**config.mk**
```make
export PLATFORM = sky130hd
export DESIGN_NAME = laser_shutdown_soak_ctrl
export DESIGN_NICKNAME = d
export VERILOG_FILES = /design/src/verilog/laser_shutdown_soak_pkg.sv /design/src/verilog/laser_shutdown_soak_ctrl.sv /design/src/verilog/soak_step_timer.sv
export SDC_FILE = /design/constraint.sdc
export NUM_CORES = 1
export LEC_CHECK = 0
export BUFFER_PORTS_ARGS = -buffer_cell sky130_fd_sc_hd__buf_2
export CORE_UTILIZATION = 30
export DETAILED_ROUTE_END_ITERATION = 16
export MAX_ROUTING_LAYER = met4
export PLACE_DENSITY_LB_ADDON = 0.2
export SYNTH_ARGS = -nofsm -noshare
export SYNTH_HDL_FRONTEND = slang
export SYNTH_HIERARCHICAL = 1
export SYNTH_SLANG_ARGS = --single-unit
```
**constraint.sdc**
```tcl
create_clock -name sys_clk -period 2.55 [get_ports sys_clk]
set_input_delay 0.51 -clock sys_clk [delete_from_list [all_inputs] [get_ports sys_clk]]
set_output_delay 0.51 -clock sys_clk [all_outputs]
set_load 0.05 [all_outputs]
```
**src/verilog/laser_shutdown_soak_pkg.sv**
```systemverilog
// Purpose: Shared constants and types for the laser shutdown and soak control block
// Assumes: 25 MHz system clock
// Notes: Soak period is programmed in quarter-hour steps
package laser_shutdown_soak_pkg;

    // ******************************************************************
    // Laser safety shutdown modes
    // ******************************************************************
    typedef enum logic [1:0] {
        MODE_DISABLED = 2'h0,      // No shutdown on signal loss
        MODE_AUTO_RESTART = 2'h1,  // Off on loss, back on when loss clears
        MODE_MANUAL_RESTART = 2'h2 // Off on loss, back on by operator only
    } shutdownMode_t;

    // Mode after reset
    localparam shutdownMode_t MODE_RESET = MODE_DISABLED;

    // ******************************************************************
    // Soak timing
    // ******************************************************************
    // Soak step in minutes, and the largest step count (48 hours)
    localparam int SOAK_STEP_MIN = 15;
    localparam int SOAK_MAX_HOURS = 48;
    localparam int SOAK_STEPS_MAX = SOAK_MAX_HOURS * 60 / SOAK_STEP_MIN;
    localparam int SOAK_STEP_W = 8;
    // System clock rate in Hz
    localparam longint CLK_HZ = 25000000;
    // Cycles in one soak step, derived from step time and clock rate
    localparam longint STEP_CYCLES_DOC = longint'(SOAK_STEP_MIN) * 60 * CLK_HZ;
    localparam int TICK_W = 36;

    // ******************************************************************
    // Port service states
    // ******************************************************************
    typedef enum logic [2:0] {
        SVC_OUT = 3'h1,    // Out of service
        SVC_SOAK = 3'h2,   // Auto in service, soaking
        SVC_IN = 3'h4      // In service
    } svcState_t;

endpackage

```
**src/verilog/laser_shutdown_soak_ctrl.sv**
```systemverilog
// Purpose: Per-port laser safety shutdown and auto in service soak control
// Assumes: All inputs synchronous to sys_clk; commands are one-cycle pulses
// Notes: Commands are sampled on the rising edge; every output is a flop
`timescale 1ns/1ps
module laser_shutdown_soak_ctrl #(
    parameter longint STEP_CYCLES = laser_shutdown_soak_pkg::STEP_CYCLES_DOC
) (
    input wire logic sys_clk,
    input wire logic rstn,
    input wire logic modeWrite,
    input wire laser_shutdown_soak_pkg::shutdownMode_t modeIn,
    input wire logic isGigEthernet,
    input wire logic isInterlink,
    input wire logic inputSignalLoss,
    input wire logic operatorRestart,
    input wire logic testRestart,
    input wire logic soakWrite,
    input wire logic [laser_shutdown_soak_pkg::SOAK_STEP_W-1:0] soakSteps,
    input wire logic adminInService,
    input wire logic adminAutoInService,
    output logic laserEnable,
    output laser_shutdown_soak_pkg::shutdownMode_t laserSafetyShutdown,
    output logic shutdownLatched,
    output logic modeRejected,
    output logic inServiceState,
    output logic autoInService,
    output logic soakRejected
);
    import laser_shutdown_soak_pkg::*;

    // ******************************************************************
    // Timing: each command acts on the edge that samples it, and its
    // answer shows on the outputs just after that same edge
    // ******************************************************************

    // ******************************************************************
    // State of the block
    // ******************************************************************
    typedef struct packed {
        shutdownMode_t mode;            // Active shutdown mode
        logic latched;                  // Laser held off by a loss
        logic laserOn;                  // Transmit laser enable
        logic modeRej;                  // Pulse: mode write refused
        logic [SOAK_STEP_W-1:0] soak;   // Programmed soak in steps
        logic soakRej;                  // Pulse: soak write refused
        svcState_t svc;                 // Port service state
        logic inSvc;                    // Port is in service
        logic autoSvc;                  // Port is soaking in auto in service
    } ctrlState_t;

    ctrlState_t s_q, s_d;
    logic [SOAK_STEP_W-1:0] stepsDone;  // Whole steps of valid input
    logic soakRun;                      // Soak timer may count

    // Soaking only counts while the input is valid
    // Loss is taken as already clean; any debounce belongs upstream
    // Loss restarts soak
    assign soakRun = (s_q.svc == SVC_SOAK) && !inputSignalLoss;

    // ******************************************************************
    // Soak timer
    // ******************************************************************
    // Step length is shortened only for simulation runs
    soak_step_timer #(
        .STEP_CYCLES(STEP_CYCLES)
    ) u_timer (
        .sys_clk(sys_clk),
        .rstn(rstn),
        .run(soakRun),
        .steps(stepsDone)
    );

    // Mode check shared by write path and port reconfiguration
    // The spare code 3 is never a legal mode and is always refused
    function automatic logic modeAllowed(input shutdownMode_t m, input logic gig);
        modeAllowed = 1'b1;
        case (m)
            MODE_DISABLED, MODE_MANUAL_RESTART: modeAllowed = 1'b1;
            MODE_AUTO_RESTART: modeAllowed = !gig;
            default: modeAllowed = 1'b0;
        endcase
    endfunction

    // ******************************************************************
    // Next state
    // ******************************************************************
    always_comb begin
        s_d = s_q;
        s_d.modeRej = 1'b0;
        s_d.soakRej = 1'b0;

        // Mode write; illegal or refused modes keep the old mode
        if (modeWrite) begin
            if (modeAllowed(modeIn, isGigEthernet)) begin
                s_d.mode = modeIn;
            end else begin
                s_d.modeRej = 1'b1;
            end
        end else if (!modeAllowed(s_q.mode, isGigEthernet)) begin
            // Port turned Gigabit Ethernet under auto restart: fall back safe
            // Manual restart keeps the laser off after a loss, the cautious
            // choice while software has not yet picked a new mode
            s_d.mode = MODE_MANUAL_RESTART;
        end

        // Soak write; beyond 48 hours is refused
        // A refused write keeps the previous period in force
        if (soakWrite) begin
            if (soakSteps <= SOAK_STEP_W'(SOAK_STEPS_MAX)) begin
                s_d.soak = soakSteps;
            end else begin
                s_d.soakRej = 1'b1;
            end
        end

        // Laser gating by mode
        // Gating uses the next mode, so a mode write acts at once
        case (s_d.mode)
            MODE_DISABLED: begin
                s_d.latched = 1'b0;
            end
            MODE_AUTO_RESTART: begin
                s_d.latched = inputSignalLoss;
            end
            MODE_MANUAL_RESTART: begin
                if (inputSignalLoss) begin
                    s_d.latched = 1'b1;
                end else if (operatorRestart) begin
                    s_d.latched = 1'b0;
                end
            end
            default: begin
                // Unreachable: mode is always legal once written
                s_d.latched = 1'b0;
            end
        endcase
        // Test restart only overrides while held; the latch is left alone,
        // so the laser drops again once the test ends and loss persists
        // Test forces laser on
        s_d.laserOn = !s_d.latched || testRestart;

        // Service state machine
        case (s_q.svc)
            SVC_OUT: begin
                if (adminAutoInService && !isInterlink) begin
                    s_d.svc = SVC_SOAK;
                end else if (adminInService) begin
                    s_d.svc = SVC_IN;
                end
            end
            SVC_SOAK: begin
                // A soak of zero steps finishes on the first clean cycle
                if (isInterlink || !adminAutoInService) begin
                    // Leaving soak by admin or port role change
                    s_d.svc = adminInService ? SVC_IN : SVC_OUT;
                end else if (!inputSignalLoss && stepsDone >= s_q.soak) begin
                    s_d.svc = SVC_IN;
                end
            end
            SVC_IN: begin
                // Taking the port out by admin wins over everything
                if (!adminInService) begin
                    s_d.svc = SVC_OUT;
                end
            end
            default: begin
                // Unreachable code: park the port out of service
                s_d.svc = SVC_OUT;
            end
        endcase

        // Service outputs kept as their own flops so the ports are not
        // decoded from the state vector after the register
        s_d.inSvc = (s_d.svc == SVC_IN);
        s_d.autoSvc = (s_d.svc == SVC_SOAK);
    end

    // ******************************************************************
    // State register
    // ******************************************************************
    always_ff @(posedge sys_clk or negedge rstn) begin
        if (!rstn) begin
            // Laser stays lit in reset, as disabled mode asks
            // Reset to disabled
            s_q.mode <= MODE_RESET;
            s_q.latched <= 1'b0;
            s_q.laserOn <= 1'b1;
            s_q.modeRej <= 1'b0;
            s_q.soak <= '0;
            s_q.soakRej <= 1'b0;
            s_q.svc <= SVC_OUT;
            s_q.inSvc <= 1'b0;
            s_q.autoSvc <= 1'b0;
        end else begin
            s_q <= s_d;
        end
    end

    // Outputs straight from the state flops
    assign laserEnable = s_q.laserOn;
    assign laserSafetyShutdown = s_q.mode;
    assign shutdownLatched = s_q.latched;
    assign modeRejected = s_q.modeRej;
    assign soakRejected = s_q.soakRej;
    assign inServiceState = s_q.inSvc;
    assign autoInService = s_q.autoSvc;
endmodule

```
**src/verilog/soak_step_timer.sv**
```systemverilog
// Purpose: Counts whole soak steps while a valid input persists
// Assumes: Cleared whenever the input is not valid or soak is not active
// Notes: Step length is a parameter so a simulation can shorten it
`timescale 1ns/1ps
module soak_step_timer #(
    parameter longint STEP_CYCLES = laser_shutdown_soak_pkg::STEP_CYCLES_DOC
) (
    input wire logic sys_clk,
    input wire logic rstn,
    input wire logic run,
    output logic [laser_shutdown_soak_pkg::SOAK_STEP_W-1:0] steps
);
    import laser_shutdown_soak_pkg::*;

    // ******************************************************************
    // State
    // ******************************************************************
    typedef struct packed {
        logic [TICK_W-1:0] tick;      // Cycles inside current step
        logic [SOAK_STEP_W-1:0] step; // Whole steps elapsed
    } timerState_t;

    timerState_t s_q, s_d;

    // Next state: restart from zero when run drops
    always_comb begin
        s_d = s_q;
        if (!run) begin
            s_d.tick = '0;
            s_d.step = '0;
        end else if (s_q.tick == TICK_W'(STEP_CYCLES - 1)) begin
            s_d.tick = '0;
            // Saturate so a long soak never wraps
            if (s_q.step != {SOAK_STEP_W{1'b1}}) begin
                s_d.step = s_q.step + 1'b1;
            end
        end else begin
            s_d.tick = s_q.tick + 1'b1;
        end
    end

    // Register the state
    always_ff @(posedge sys_clk or negedge rstn) begin
        if (!rstn) begin
            s_q <= '0;
        end else begin
            s_q <= s_d;
        end
    end

    assign steps = s_q.step;
endmodule

```
# Word level (Yosys, flattened, before mapping)
# Cells that the tools add are included.
[classes]
n_addsub = 2
order_cmp = 2
n_eq_ne = 15
muxes = 25
reduce_logical = 16
[ops]
columns = ["op", "count"]
rows = [
  ["$mux W44", 1],
  ["$add A36 B1 Y36 const B", 1],
  ["$eq A36 B35 Y1 const B", 1],
  ["$mux W36", 1],
  ["$mux W3", 6],
  ["$mux W8", 2],
  ["$pmux W3 S3", 1],
  ["$add A8 B1 Y8 const B", 1],
  ["$ge A8 B8 Y1", 1],
  ["$le A8 B8 Y1 const B", 1],
  ["$mux W1", 8],
  ["$ne A8 B8 Y1 const B", 1],
  ["$eq A2 B1 Y1 const B", 3],
  ["$eq A2 B2 Y1 const B", 3],
  ["$eq A3 B2 Y1 const B", 2],
  ["$eq A3 B3 Y1 const B", 2],
  ["$mux W2", 3],
  ["$pmux W1 S2", 3],
  ["$logic_not A1 Y1", 5],
  ["$logic_not A2 Y1", 2],
  ["$ne A2 B2 Y1 const B", 2],
  ["$reduce_and A2 Y1", 2],
  ["$reduce_or A2 Y1", 2],
  ["$eq A3 B1 Y1 const B", 1],
  ["other kinds (2)", 5],
]
[totals]
ff_bits = 63
inputBits = 21
output_inout_bits = 8
word_cells = 71

# Depth between registers and ports, before layout
# Gate-level depths: netlist (run 1).
[logic_depth]
depth_word = 10
mapped_depth = 8
mapped_depth_nobuf = 8

# By module
# Netlist (run 1), hierarchy kept.
[by_module_without_submodules]
columns = ["module", "instances", "cells_each", "area_each_um2", "seq_area_each_um2"]
rows = [
  ["soak_step_timer", 1, 249, 2368.5, 1101.1],
  ["laser_shutdown_soak_ctrl", 1, 103, 1099.8, 478.0],
]

# Least setup slack after synthesis (run 1)
# Ideal clock, no wire load.
[synth_timing]
path_type = "input-to-reg"
from = "input port soakSteps[0] in the netlist's numbering"
to = "register s_q[10] (netlist name)"
setup_ns = 0.125
t_arrival_ns = 1.862
required_time_ns = 2.425
setup_slack_ns = 0.563
stages = 5
n_path_buf = 1
path_cell_list = "or4_1 -> o311a_1 -> nand2b_4 -> buf_6 -> mux2_4"
[synth_lines]
columns = ["item", "line_no", "source"]
rows = [
  ["from (decl)", "laser_shutdown_soak_ctrl.sv:18", "input wire logic [laser_shutdown_soak_pkg::SOAK_STEP_W-1:0] soakSteps,"],
]

# Worst setup path after layout (run 1)
[layout_timing]
from = "register u_timer/s_q[30] in the netlist's numbering"
to = "register u_timer.s_q, in the netlist u_timer/steps[7]"
[layout_between]
elab_chain_len = 3
[layout_rtl]
columns = ["item", "line_no", "source"]
rows = [
  ["from (decl)", "soak_step_timer.sv:23", "timerState_t s_q, s_d;"],
  ["from (signal assigned)", "soak_step_timer.sv:45", "s_q <= '0;"],
  ["from (signal assigned)", "soak_step_timer.sv:47", "s_q <= s_d;"],
  ["$eq A36 B35 Y1", "soak_step_timer.sv:31", "end else if (s_q.tick == TICK_W'(STEP_CYCLES - 1)) begin"],
  ["$ne A2 B2 Y1 (no source line)", "n/a", ""],
  ["$reduce_and A2 Y1 (no source line)", "n/a", ""],
]
# No other way between the ends.
# A chain may end at the register's enable or synchronous reset.

==> results.toml, run 1 <==
[critical_path]
crit_type = "register to register"
rrSetupSlack_ns = 0.30
crit_required_ns = 2.76
slowest_delay_ns = 0.58
path_max_fanout = 12
r2r-end = "u_timer/steps[7]"
crit_path_end_kind = "register"
r2r_start = "u_timer/s_q[30]"
arrival_ns = 2.46
slowest_stage = "or4_1"
crit_path_start_kind = "register"
ff2ff_path_depth = 5
crit_start = "u_timer/s_q[30]"
critPathCapture = "u_timer/steps[7]"
path_cells = "or4b_4 > nor3_4 > nand3_2 > or4_1 > mux2i_1"

[power]
switching_power_mw = 0.631
seqPwrFrac_pct = 43.5
p_sw_share_pct = 24.9
power_per_cell_area_nw_per_um2 = 629
intPower_mw = 1.90
clkPwrFrac_pct = 44.8
combPwrFrac_pct = 11.6
ir_worst_vdd_v = 0.000217
p_leak_nw = 1.73

[cts]
worst_skew_pair.late_latency_ns = 0.33
path_clk_slew_ns = 0.05
cts.path.max_buffers = 2
cts_buffers = 9
htreeDepth = 3
clock-sinks = 63
cts_tree = "done"
ctsHoldBuffers = 0
post_cts_resized = 0
cts-root-buf = "clkbuf_16"
postCtsSetupRepairBufs = 0

[floorplanning]
coreArea_um2 = 11000
die_width_um = 110
boundaryPins = 29
dieArea_um2 = 12000
placementRows = 38
start_util_pct = 31.4
dieHeight_um = 110

[timing]
rsz0062_at_grt = "false"
final_hold_viol_count = 0
fin_skew_ns = 0.00477
fin_crit_ns = 2.25
max_slew.worst_pin.slew_ns = 0.612
max_freq_ghz = 0.444
tns_ns = 0
relSlewSlack_pct = 59.2
finalMaxSlewViolations = 0
fin_crit_sh_pct = 88.3
setup_viol = 0

[route]
drcViolationCount = 0
viasPerCell = 4.93
vias = 2591
first_pass_iters = 4
totalWireLength_mm = 7.10
drt_iter0_markers = 113
wire_per_inst_um = 13.5
final_antenna_net_count = 0

[global_routing]
overflow = 0
grt_pass1_wl_mm = 12.1
grt_max_degree = 40
use_met2_pct = 19.7
antenna_found_initial = 0
use_met3_pct = 3.20
busiest_layer = "met2"
met1_usage_pct = 18.5
grt_pass1_vias = 2448
gr-usage-all-layers_pct = 13.7

[placement]
place_hpwl_mm = 4.94
gp_congestion = 0.774
io_buffer_count = 28

[logic_synthesis]
ys_seq_elements = 63
syn_avg_cell_area_um2 = 9.85
yosys_most_used_dff = "dfrtp_1"
syn_nets = 385
yosysSeqAreaShare_pct = 45.5
synth_edf_count = 0
ys_async_sr_fraction_pct = 100
yosys_warnings = 6
syn-cell-area_um2 = 3470
syn_inst = 352
synth.distinct_cells = 54

[finish]
diodes = 0
area_growth_pct = 16.2
fin_util_pct = 36.5
drive_above_1_share_pct = 17.6
final_nets = 415
fill_cells = 1107

[hold_path]
hold_path_class = "input port to asynchronous set/reset pin"

[run]
maxCapViolations = 0

[outcome]
run_status = "complete, no violations"
power by group through the flow:
stage / Combinational [mW] / Sequential, mW / Clock, mW
6_report: 0.295 / 1.10 / 1.14
5_1_grt: 0.331 / 1.11 / 1.23
4_1_cts: 0.302 / 1.10 / 1.17
3_5_place_dp: 0.300 / 1.12 / 0
3_3_place_gp: 0.296 / 1.12 / 0
2_1_floorplan: 0.167 / 1.16 / 0
cell usage in the layout, fill, tap and decap left out, drive strengths merged, types with 2 or more instances in the layout:
| master | instances |
|---|---|
| nor2b | 6 |
| nand3 | 17 |
| o31ai | 2 |
| a31oi | 4 |
| nand2b | 5 |
| or4 | 3 |
| xnor2 | 11 |
| nor2 | 43 |
| mux2 | 6 |
| nor4 | 6 |
| nor3 | 6 |
| o2bb2ai | 2 |
| nand2 | 25 |
| nand4 | 18 |
| and2 | 5 |
| or3 | 8 |
| mux2i | 5 |
| and3 | 6 |
| dfstp | 2 |
| ha | 12 |
| xor2 | 17 |
| a21boi | 4 |
| o21ai | 13 |
| inv | 19 |
| a21oi | 9 |
| o32ai | 2 |
| buf | 37 |
| nor4b | 2 |
| dfrtp | 61 |
| clkbuf | 15 |
cells by family (layout without fill, tap and decap cells):
| kind of cell | Yosys count | count (layout) | share of synthesized area (%) |
|---|---|---|---|
| XOR/XNOR | 28 | 28 | 7.07 |
| flip-flops | 63 | 63 | 45.5 |
| AO/OA/AOI/OAI | 45 | 45 | 8.48 |
| buffers and inverters | 37 | 71 | 5.45 |
| multiplexers | 11 | 11 | 4.04 |
| AND/OR/NAND/NOR | 156 | 156 | 25.1 |
| adder cells (fa/ha/maj) | 12 | 12 | 4.33 |
worst max-delay path: cells and delay by family (launching register included):
family | cells | cell delay [ns]
DFF | 1 | 0.41
and+or+nand+nor | 4 | 1.58
muxes | 1 | 0.13
how the worst min path moves through the flow:
stage | start | endpoint | slack (ns) | depth (start not counted)
final | rstn | soakRejected | 0.19 | 1
after global routing | rstn | soakRejected | 0.24 | 1
after CTS | rstn | s_q[6] | 0.22 | 1
after detailed placement | u_timer/s_q[8] | u_timer/s_q[8] | 0.48 | 1
after global placement | u_timer/s_q[8] | u_timer/s_q[8] | 0.48 | 1
after floorplan | rstn | autoInService | 0.21 | 0
Yosys cell counts, types with 5 or more instances:
cell | count | share of area, %
dfrtp_1 | 61 | 44
nor2_1 | 43 | 4.7
nand2_1 | 25 | 2.7
inv_1 | 19 | 2.1
nand4_1 | 17 | 3.1
xor2_1 | 17 | 4.3
nand3_1 | 16 | 2.3
o21ai_0 | 13 | 1.9
ha_1 | 12 | 4.3
xnor2_1 | 11 | 2.8
buf_4 | 10 | 2.2
a21oi_1 | 9 | 1.3
or3_1 | 8 | 1.4
and3_1 | 6 | 1.1
mux2_4 | 6 | 2.6
nor2b_1 | 6 | 1.1
and2_1 | 5 | 0.90
mux2i_1 | 5 | 1.4
nor4_1 | 5 | 0.90
registers in the layout (all words and copies together), names as in the netlist:
| name | cells |
|---|---|
| soakRejected | 1 |
| laserSafetyShutdown | 2 |
| inServiceState | 1 |
| autoInService | 1 |
| u_timer/s_q | 36 |
| laserEnable | 1 |
| modeRejected | 1 |
| shutdownLatched | 1 |
| u_timer/steps | 8 |
| s_q | 11 |
metal layers:
layer	part of all wire, %	wire length [um]
met1	50	3580
met2	45	3180
met3	3.4	238
met4	1.4	99
met5	0	0
final cells by class:
type,instances,area [um2],area share (%)
clock buffer,15,278,6.89
inverter,19,71.3,1.77
multi-input combinational,252,1710,42.3
sequential,63,1580,39.2
tap,140,175,4.35
timing repair buffer,37,220,5.46
metrics by stage:
| stage | instances | setup slack, ns | power (mW) | cell area, um2 | hold slack, ns |
|---|---|---|---|---|---|
| after floorplan | 352 | 0.563 | 1.32 | 3470 | 0.214 |
| after global placement | 511 | 0.309 | 1.41 | 3750 | 0.483 |
| after detailed placement | 511 | 0.321 | 1.42 | 3750 | 0.483 |
| after CTS | 526 | 0.304 | 2.58 | 4030 | 0.220 |
| after global routing | 526 | 0.144 | 2.67 | 4030 | 0.237 |
| final | 526 | 0.298 | 2.54 | 4030 | 0.194 |
Note: power is estimated with default switching activity, not from simulation.
==> run 2: changes to the inputs <==
clock period = 2.65 ns   (was 2.55 ns; I/O delays follow)
==> run 2 against run 1 <==
Effect of this change:
- worst setup slack better by 0.057 ns
- first-iteration DRC count fell by 39%
- via count fell by 0.85%
- clock-buffer cell count is 1 higher
- critical endpoint unchanged
- non-clock buffer count unchanged
- power shrank 3.0%
- highest routed layer unchanged
- cell count grew 0.19%
- routed wire length is 2.8% higher
- combinational power down 3%
- clock skew is 0.0021 ns higher
==> results.toml, run 2 (synthesis gave the netlist of run 1 again) <==
[route]
drcViolationCount = 0
drt_iter0_markers = 69
first_pass_iters = 4
totalWireLength_mm = 7.30
final_antenna_net_count = 0
vias = 2569
viasPerCell = 4.87
wire_per_inst_um = 13.8

[finish]
mostFrequentLayoutCells = "dfrtp_1, nor2_1, buf_2, nand2_1, inv_1"
fin_cells = 527
fill_cells = 1132
final_nets = 415
final_common_cell = "dfrtp_1"
regArea_um2 = 1580
largest_reg_flops = 36
largest-register = "u_timer/s_q"
area_growth_pct = 16.3
multiInputGateArea_um2 = 1710
diodes = 0
final_cell_area_um2 = 4030
drive_above_1_share_pct = 17.6
fin_util_pct = 36.6

[timing]
max_freq_ghz = 0.436
relSlewSlack_pct = 61.2
holdWs_ns = 0.197
tns_ns = 0
max_slew.worst_pin.slew_ns = 0.582
layout_setup_ws_ns = 0.355
finalMaxSlewViolations = 0
fin_crit_sh_pct = 86.6
rsz0062_at_grt = "false"
final_hold_viol_count = 0
fin_skew_ns = 0.00683
fin_crit_ns = 2.30
setup_viol = 0

[critical_path]
r2r_start = "u_timer/s_q[17]"
crit_start = "u_timer/s_q[17]"
crit_buf_inv = 0
slowest_delay_ns = 0.58
crit_path_start_kind = "register"
crit_path_end_kind = "register"
path_cells = "nor4b_1 > and4_1 > nand3_2 > or4_1 > mux2i_1"
crit_type = "register to register"
crit_family = "simple AND/OR/NAND/NOR gates"
slowest_stage = "or4_1"
path_max_fanout = 12
arrival_ns = 2.51
crit_required_ns = 2.86

[floorplanning]
die_width_um = 110
placementRows = 38
boundaryPins = 29
start_util_pct = 31.4
dieHeight_um = 110
coreArea_um2 = 11000
dieArea_um2 = 12000

[global_routing]
grt_pass1_wl_mm = 12.7
grt_pass1_vias = 2610
overflow = 0
antenna_found_initial = 0
gr-usage-all-layers_pct = 14.4
grt_max_degree = 41

[cts]
cts.path.max_buffers = 2
clock-sinks = 63
worst_skew_pair.late_latency_ns = 0.33
path_clk_slew_ns = 0.05
cts_buffers = 9
post_cts_resized = 0
cts_tree = "done"
postCtsSetupRepairBufs = 0
htreeDepth = 3
cts-root-buf = "clkbuf_16"
ctsHoldBuffers = 0

[power]
p_total_mw = 2.46
ir_worst_vdd_v = 0.000220
power_per_cell_area_nw_per_um2 = 610
p_leak_nw = 1.73

[placement]
dp_slack_ns = 0.398
place_hpwl_mm = 5.07
gp_congestion = 0.763
io_buffer_count = 28
post-place-cells = 511
placed_cell_area_um2 = 3750

[hold_path]
hold_path_class = "input port to asynchronous set/reset pin"

[outcome]
run_status = "complete, no violations"

[run]
maxCapViolations = 0
-- run 2: changes by cell type in the layout (fill, tap and decap cells not counted), sizes merged --
cell    previous run  this run
clkbuf            15        16
-- run 2: layout make-up --
class                   count  share of cell area, %
clock buffers              16                   6.98
inverters                  19                   1.77
multi-input cells         252                   42.3
flip-flops and latches     63                   39.1
well taps                 140                   4.34
repair buffers             37                   5.46
-- run 2: final timing paths --
kind                                          to  cells after the start  slack (ns)
worst min register to register    u_timer/s_q[8]                      1        0.48
worst min-delay path                soakRejected                      1        0.20
worst max register to register  u_timer/steps[7]                      5        0.36
max in group asynchronous        u_timer/s_q[37]                      2        1.83
min in group sys_clk                 laserEnable                      2        0.40
worst max-delay path            u_timer/steps[7]                      5        0.36
-- run 2: routing by layer --
metal  track usage (%)  part of all wire [%]  up-vias
met4              6.29                   1.6        0
met5                 -                     0        -
met2              21.3                    46       27
met3              3.56                   2.9        8
met1              18.8                    50     1229
li1                  -                     -     1305
-- run 2: where the power goes --
group	internal, mW	leakage [nW]	total (mW)	switching [mW]
sequential	1.02	0.848	1.06	0.0425
combinational	0.110	0.749	0.287	0.176
clock	0.711	0.137	1.11	0.401
total	1.84	1.73	2.46	0.620
-- run 2: worst reg2reg max path, stage by stage (launching register included) --
cell and delay [ns]:
dfrtp_1 0.44, nor4b_1 0.42, and4_1 0.36, nand3_2 0.24
or4_1 0.59, mux2i_1 0.14
==> run 3: changes to the inputs <==
HOLD_SLACK_MARGIN = 0.08   (was not set)
SYNTH_HIERARCHICAL = not set   (was 1)
==> run 3 against run 2 <==
Effect of this change:
- sequential share of layout area is 0.17 points higher
- synthesized area down 2.2%
- critical path type unchanged
- critical path depth stayed put
- largest power group unchanged
- via count is 0.93% higher
- highest routed layer unchanged
==> results.toml, run 3 <==
[outcome]
run_status = "complete, no violations"

[critical_path]
crit_path_end_kind = "register"
ff2ff_path_depth = 5
r2r-end = "u_timer.steps[7]"
slowest_stage = "or4_4"
crit_required_ns = 2.90
rrSetupSlack_ns = 0.36
slowest_delay_ns = 0.55
r2r_start = "u_timer.s_q[29]"
crit_type = "register to register"
path_cells = "or4_4 > nor4_4 > nand4_4 > or4_1 > a21oi_1"
crit_path_start_kind = "register"
arrival_ns = 2.54
path_max_fanout = 9

[route]
viasPerCell = 4.96
drt_iter0_markers = 110
first_pass_iters = 4
wire_per_inst_um = 13.9
vias = 2593
totalWireLength_mm = 7.25
final_antenna_net_count = 0
drcViolationCount = 0

[floorplanning]
dieArea_um2 = 11700
dieHeight_um = 108
boundaryPins = 29
start_util_pct = 31.0
placementRows = 38
coreArea_um2 = 10900
die_width_um = 108

[timing]
fin_crit_sh_pct = 86.3
max_slew.worst_pin.slew_ns = 0.832
finalMaxSlewViolations = 0
fin_skew_ns = 0.00627
rsz0062_at_grt = "false"
tns_ns = 0
final_hold_viol_count = 0
relSlewSlack_pct = 44.5
setup_viol = 0
fin_crit_ns = 2.29
max_freq_ghz = 0.437

[cts]
ctsHoldBuffers = 0
cts-root-buf = "clkbuf_16"
cts_buffers = 9
cts_tree = "done"
clock-sinks = 63
post_cts_resized = 0
worst_skew_pair.late_latency_ns = 0.33
path_clk_slew_ns = 0.06
postCtsSetupRepairBufs = 0
cts.path.max_buffers = 2
htreeDepth = 3

[logic_synthesis]
synth_top_area_cell = "dfrtp_1"
synth_edf_count = 0
yosysMostFrequentCell = "dfrtp_1"
synth_common_cells = "dfrtp_1, nor2_1, nand3_1"
syn_inst = 343
yosys_warnings = 0
ys_seq_elements = 63
ys_async_sr_fraction_pct = 100
synth_area_leaders = "dfrtp_1, xnor2_1, nor2_1, ha_1, xor2_1"
yosys_most_used_dff = "dfrtp_1"
syn_avg_cell_area_um2 = 9.89
synth_top_cell_area_share_pct = 45.0
synth.distinct_cells = 50
syn_nets = 376
syn-cell-area_um2 = 3390
yosysSeqAreaShare_pct = 46.6

[run]
maxCapViolations = 0

[placement]
io_buffer_count = 28
gp_congestion = 0.782
place_hpwl_mm = 4.94

[finish]
largest-register = "u_timer.s_q"
final_nets = 411
mostFrequentLayoutCells = "dfrtp_1, nor2_1, buf_2, nand3_1"
diodes = 0
area_growth_pct = 18.5
final_common_cell = "dfrtp_1"
largest_reg_flops = 36
drive_above_1_share_pct = 17.8

[power]
ir_worst_vdd_v = 0.000368
p_total_mw = 2.53
power_per_cell_area_nw_per_um2 = 629
p_leak_nw = 1.64

[global_routing]
grt_pass1_wl_mm = 12.6
antenna_found_initial = 0
grt_max_degree = 64
grt_pass1_vias = 2620
overflow = 0
gr-usage-all-layers_pct = 14.4

[hold_path]
hold_path_class = "input port to asynchronous set/reset pin"
[run 3: cell types whose count changed in the layout (fill, tap and decap cells not counted), moves of 6 or more]
cell,before,now
xnor2_1,11,20
mux2_4,6,0
mux2_2,0,6
nor4_1,5,12
o21ai_0,13,5
[run 3: worst max path at each step]
stage,startpoint,endpoint,slack (ns)
after detailed placement,u_timer.s_q[30],u_timer.steps[6],0.38
after floorplan,u_timer.s_q[41],u_timer.steps[6],0.57
after CTS,u_timer.s_q[30],u_timer.steps[7],0.36
after global placement,soakSteps[0],s_q[7],0.41
after global routing,u_timer.s_q[30],u_timer.steps[6],0.22
final,u_timer.s_q[29],u_timer.steps[7],0.36
[run 3: cells by family after synthesis]
group | after synthesis | synth area share (%)
AND/OR/NAND/NOR | 161 | 26.8
flip-flops | 63 | 46.6
AO/OA/AOI/OAI | 36 | 7.34
XOR/XNOR | 35 | 9.04
buffers and inverters | 29 | 3.58
adder cells (fa/ha/maj) | 12 | 4.43
multiplexers | 7 | 2.29
[run 3: layout make-up]
| cell class | instances | area, um2 |
|---|---|---|
| Clock buffer | 10 | 239 |
| Inverter | 18 | 67.6 |
| Timing Repair Buffer | 35 | 205 |
| Multi-Input combinational cell | 251 | 1690 |
| Tap cell | 140 | 175 |
| Clock inverter | 6 | 60.1 |
| Fill cell | 1120 | 6920 |
| Sequential cell | 63 | 1580 |
[run 3: per-layer routing]
metal / track usage [%] / vias up / part of all wire [%]
met5: - / - / 0
li1: - / 1293 / -
met3: 2.35 / 13 / 2.7
met2: 21.6 / 36 / 45
met1: 19.0 / 1251 / 50
met4: 6.95 / 0 / 2.1
[run 3: stage by stage]
stage | worst slack (ns) | instance area, um2 | utilization (%) | instances | hold slack [ns]
6_report | 0.362 | 4020 | 36.7 | 523 | 0.389
5_1_grt | 0.221 | 4020 | 36.7 | 523 | 0.393
4_1_cts | 0.359 | 4020 | 36.7 | 523 | 0.382
3_5_place_dp | 0.377 | 3720 | 34.0 | 507 | 0.467
3_3_place_gp | 0.414 | 3720 | 34.0 | 507 | 0.461
2_1_floorplan | 0.568 | 3390 | - | 343 | 0.234
[run 3: critical path: cells and delay by family (launching register included)]
family | cells | cell delay [ns]
compound gates | 1 | 0.16
simple gates | 4 | 1.60
flops | 1 | 0.44
[run 3: power by group]
group	total, mW	internal, mW	switching, mW
clock	1.19	0.748	0.441
sequential	1.06	1.02	0.0389
combinational	0.282	0.104	0.179
total	2.53	1.87	0.659
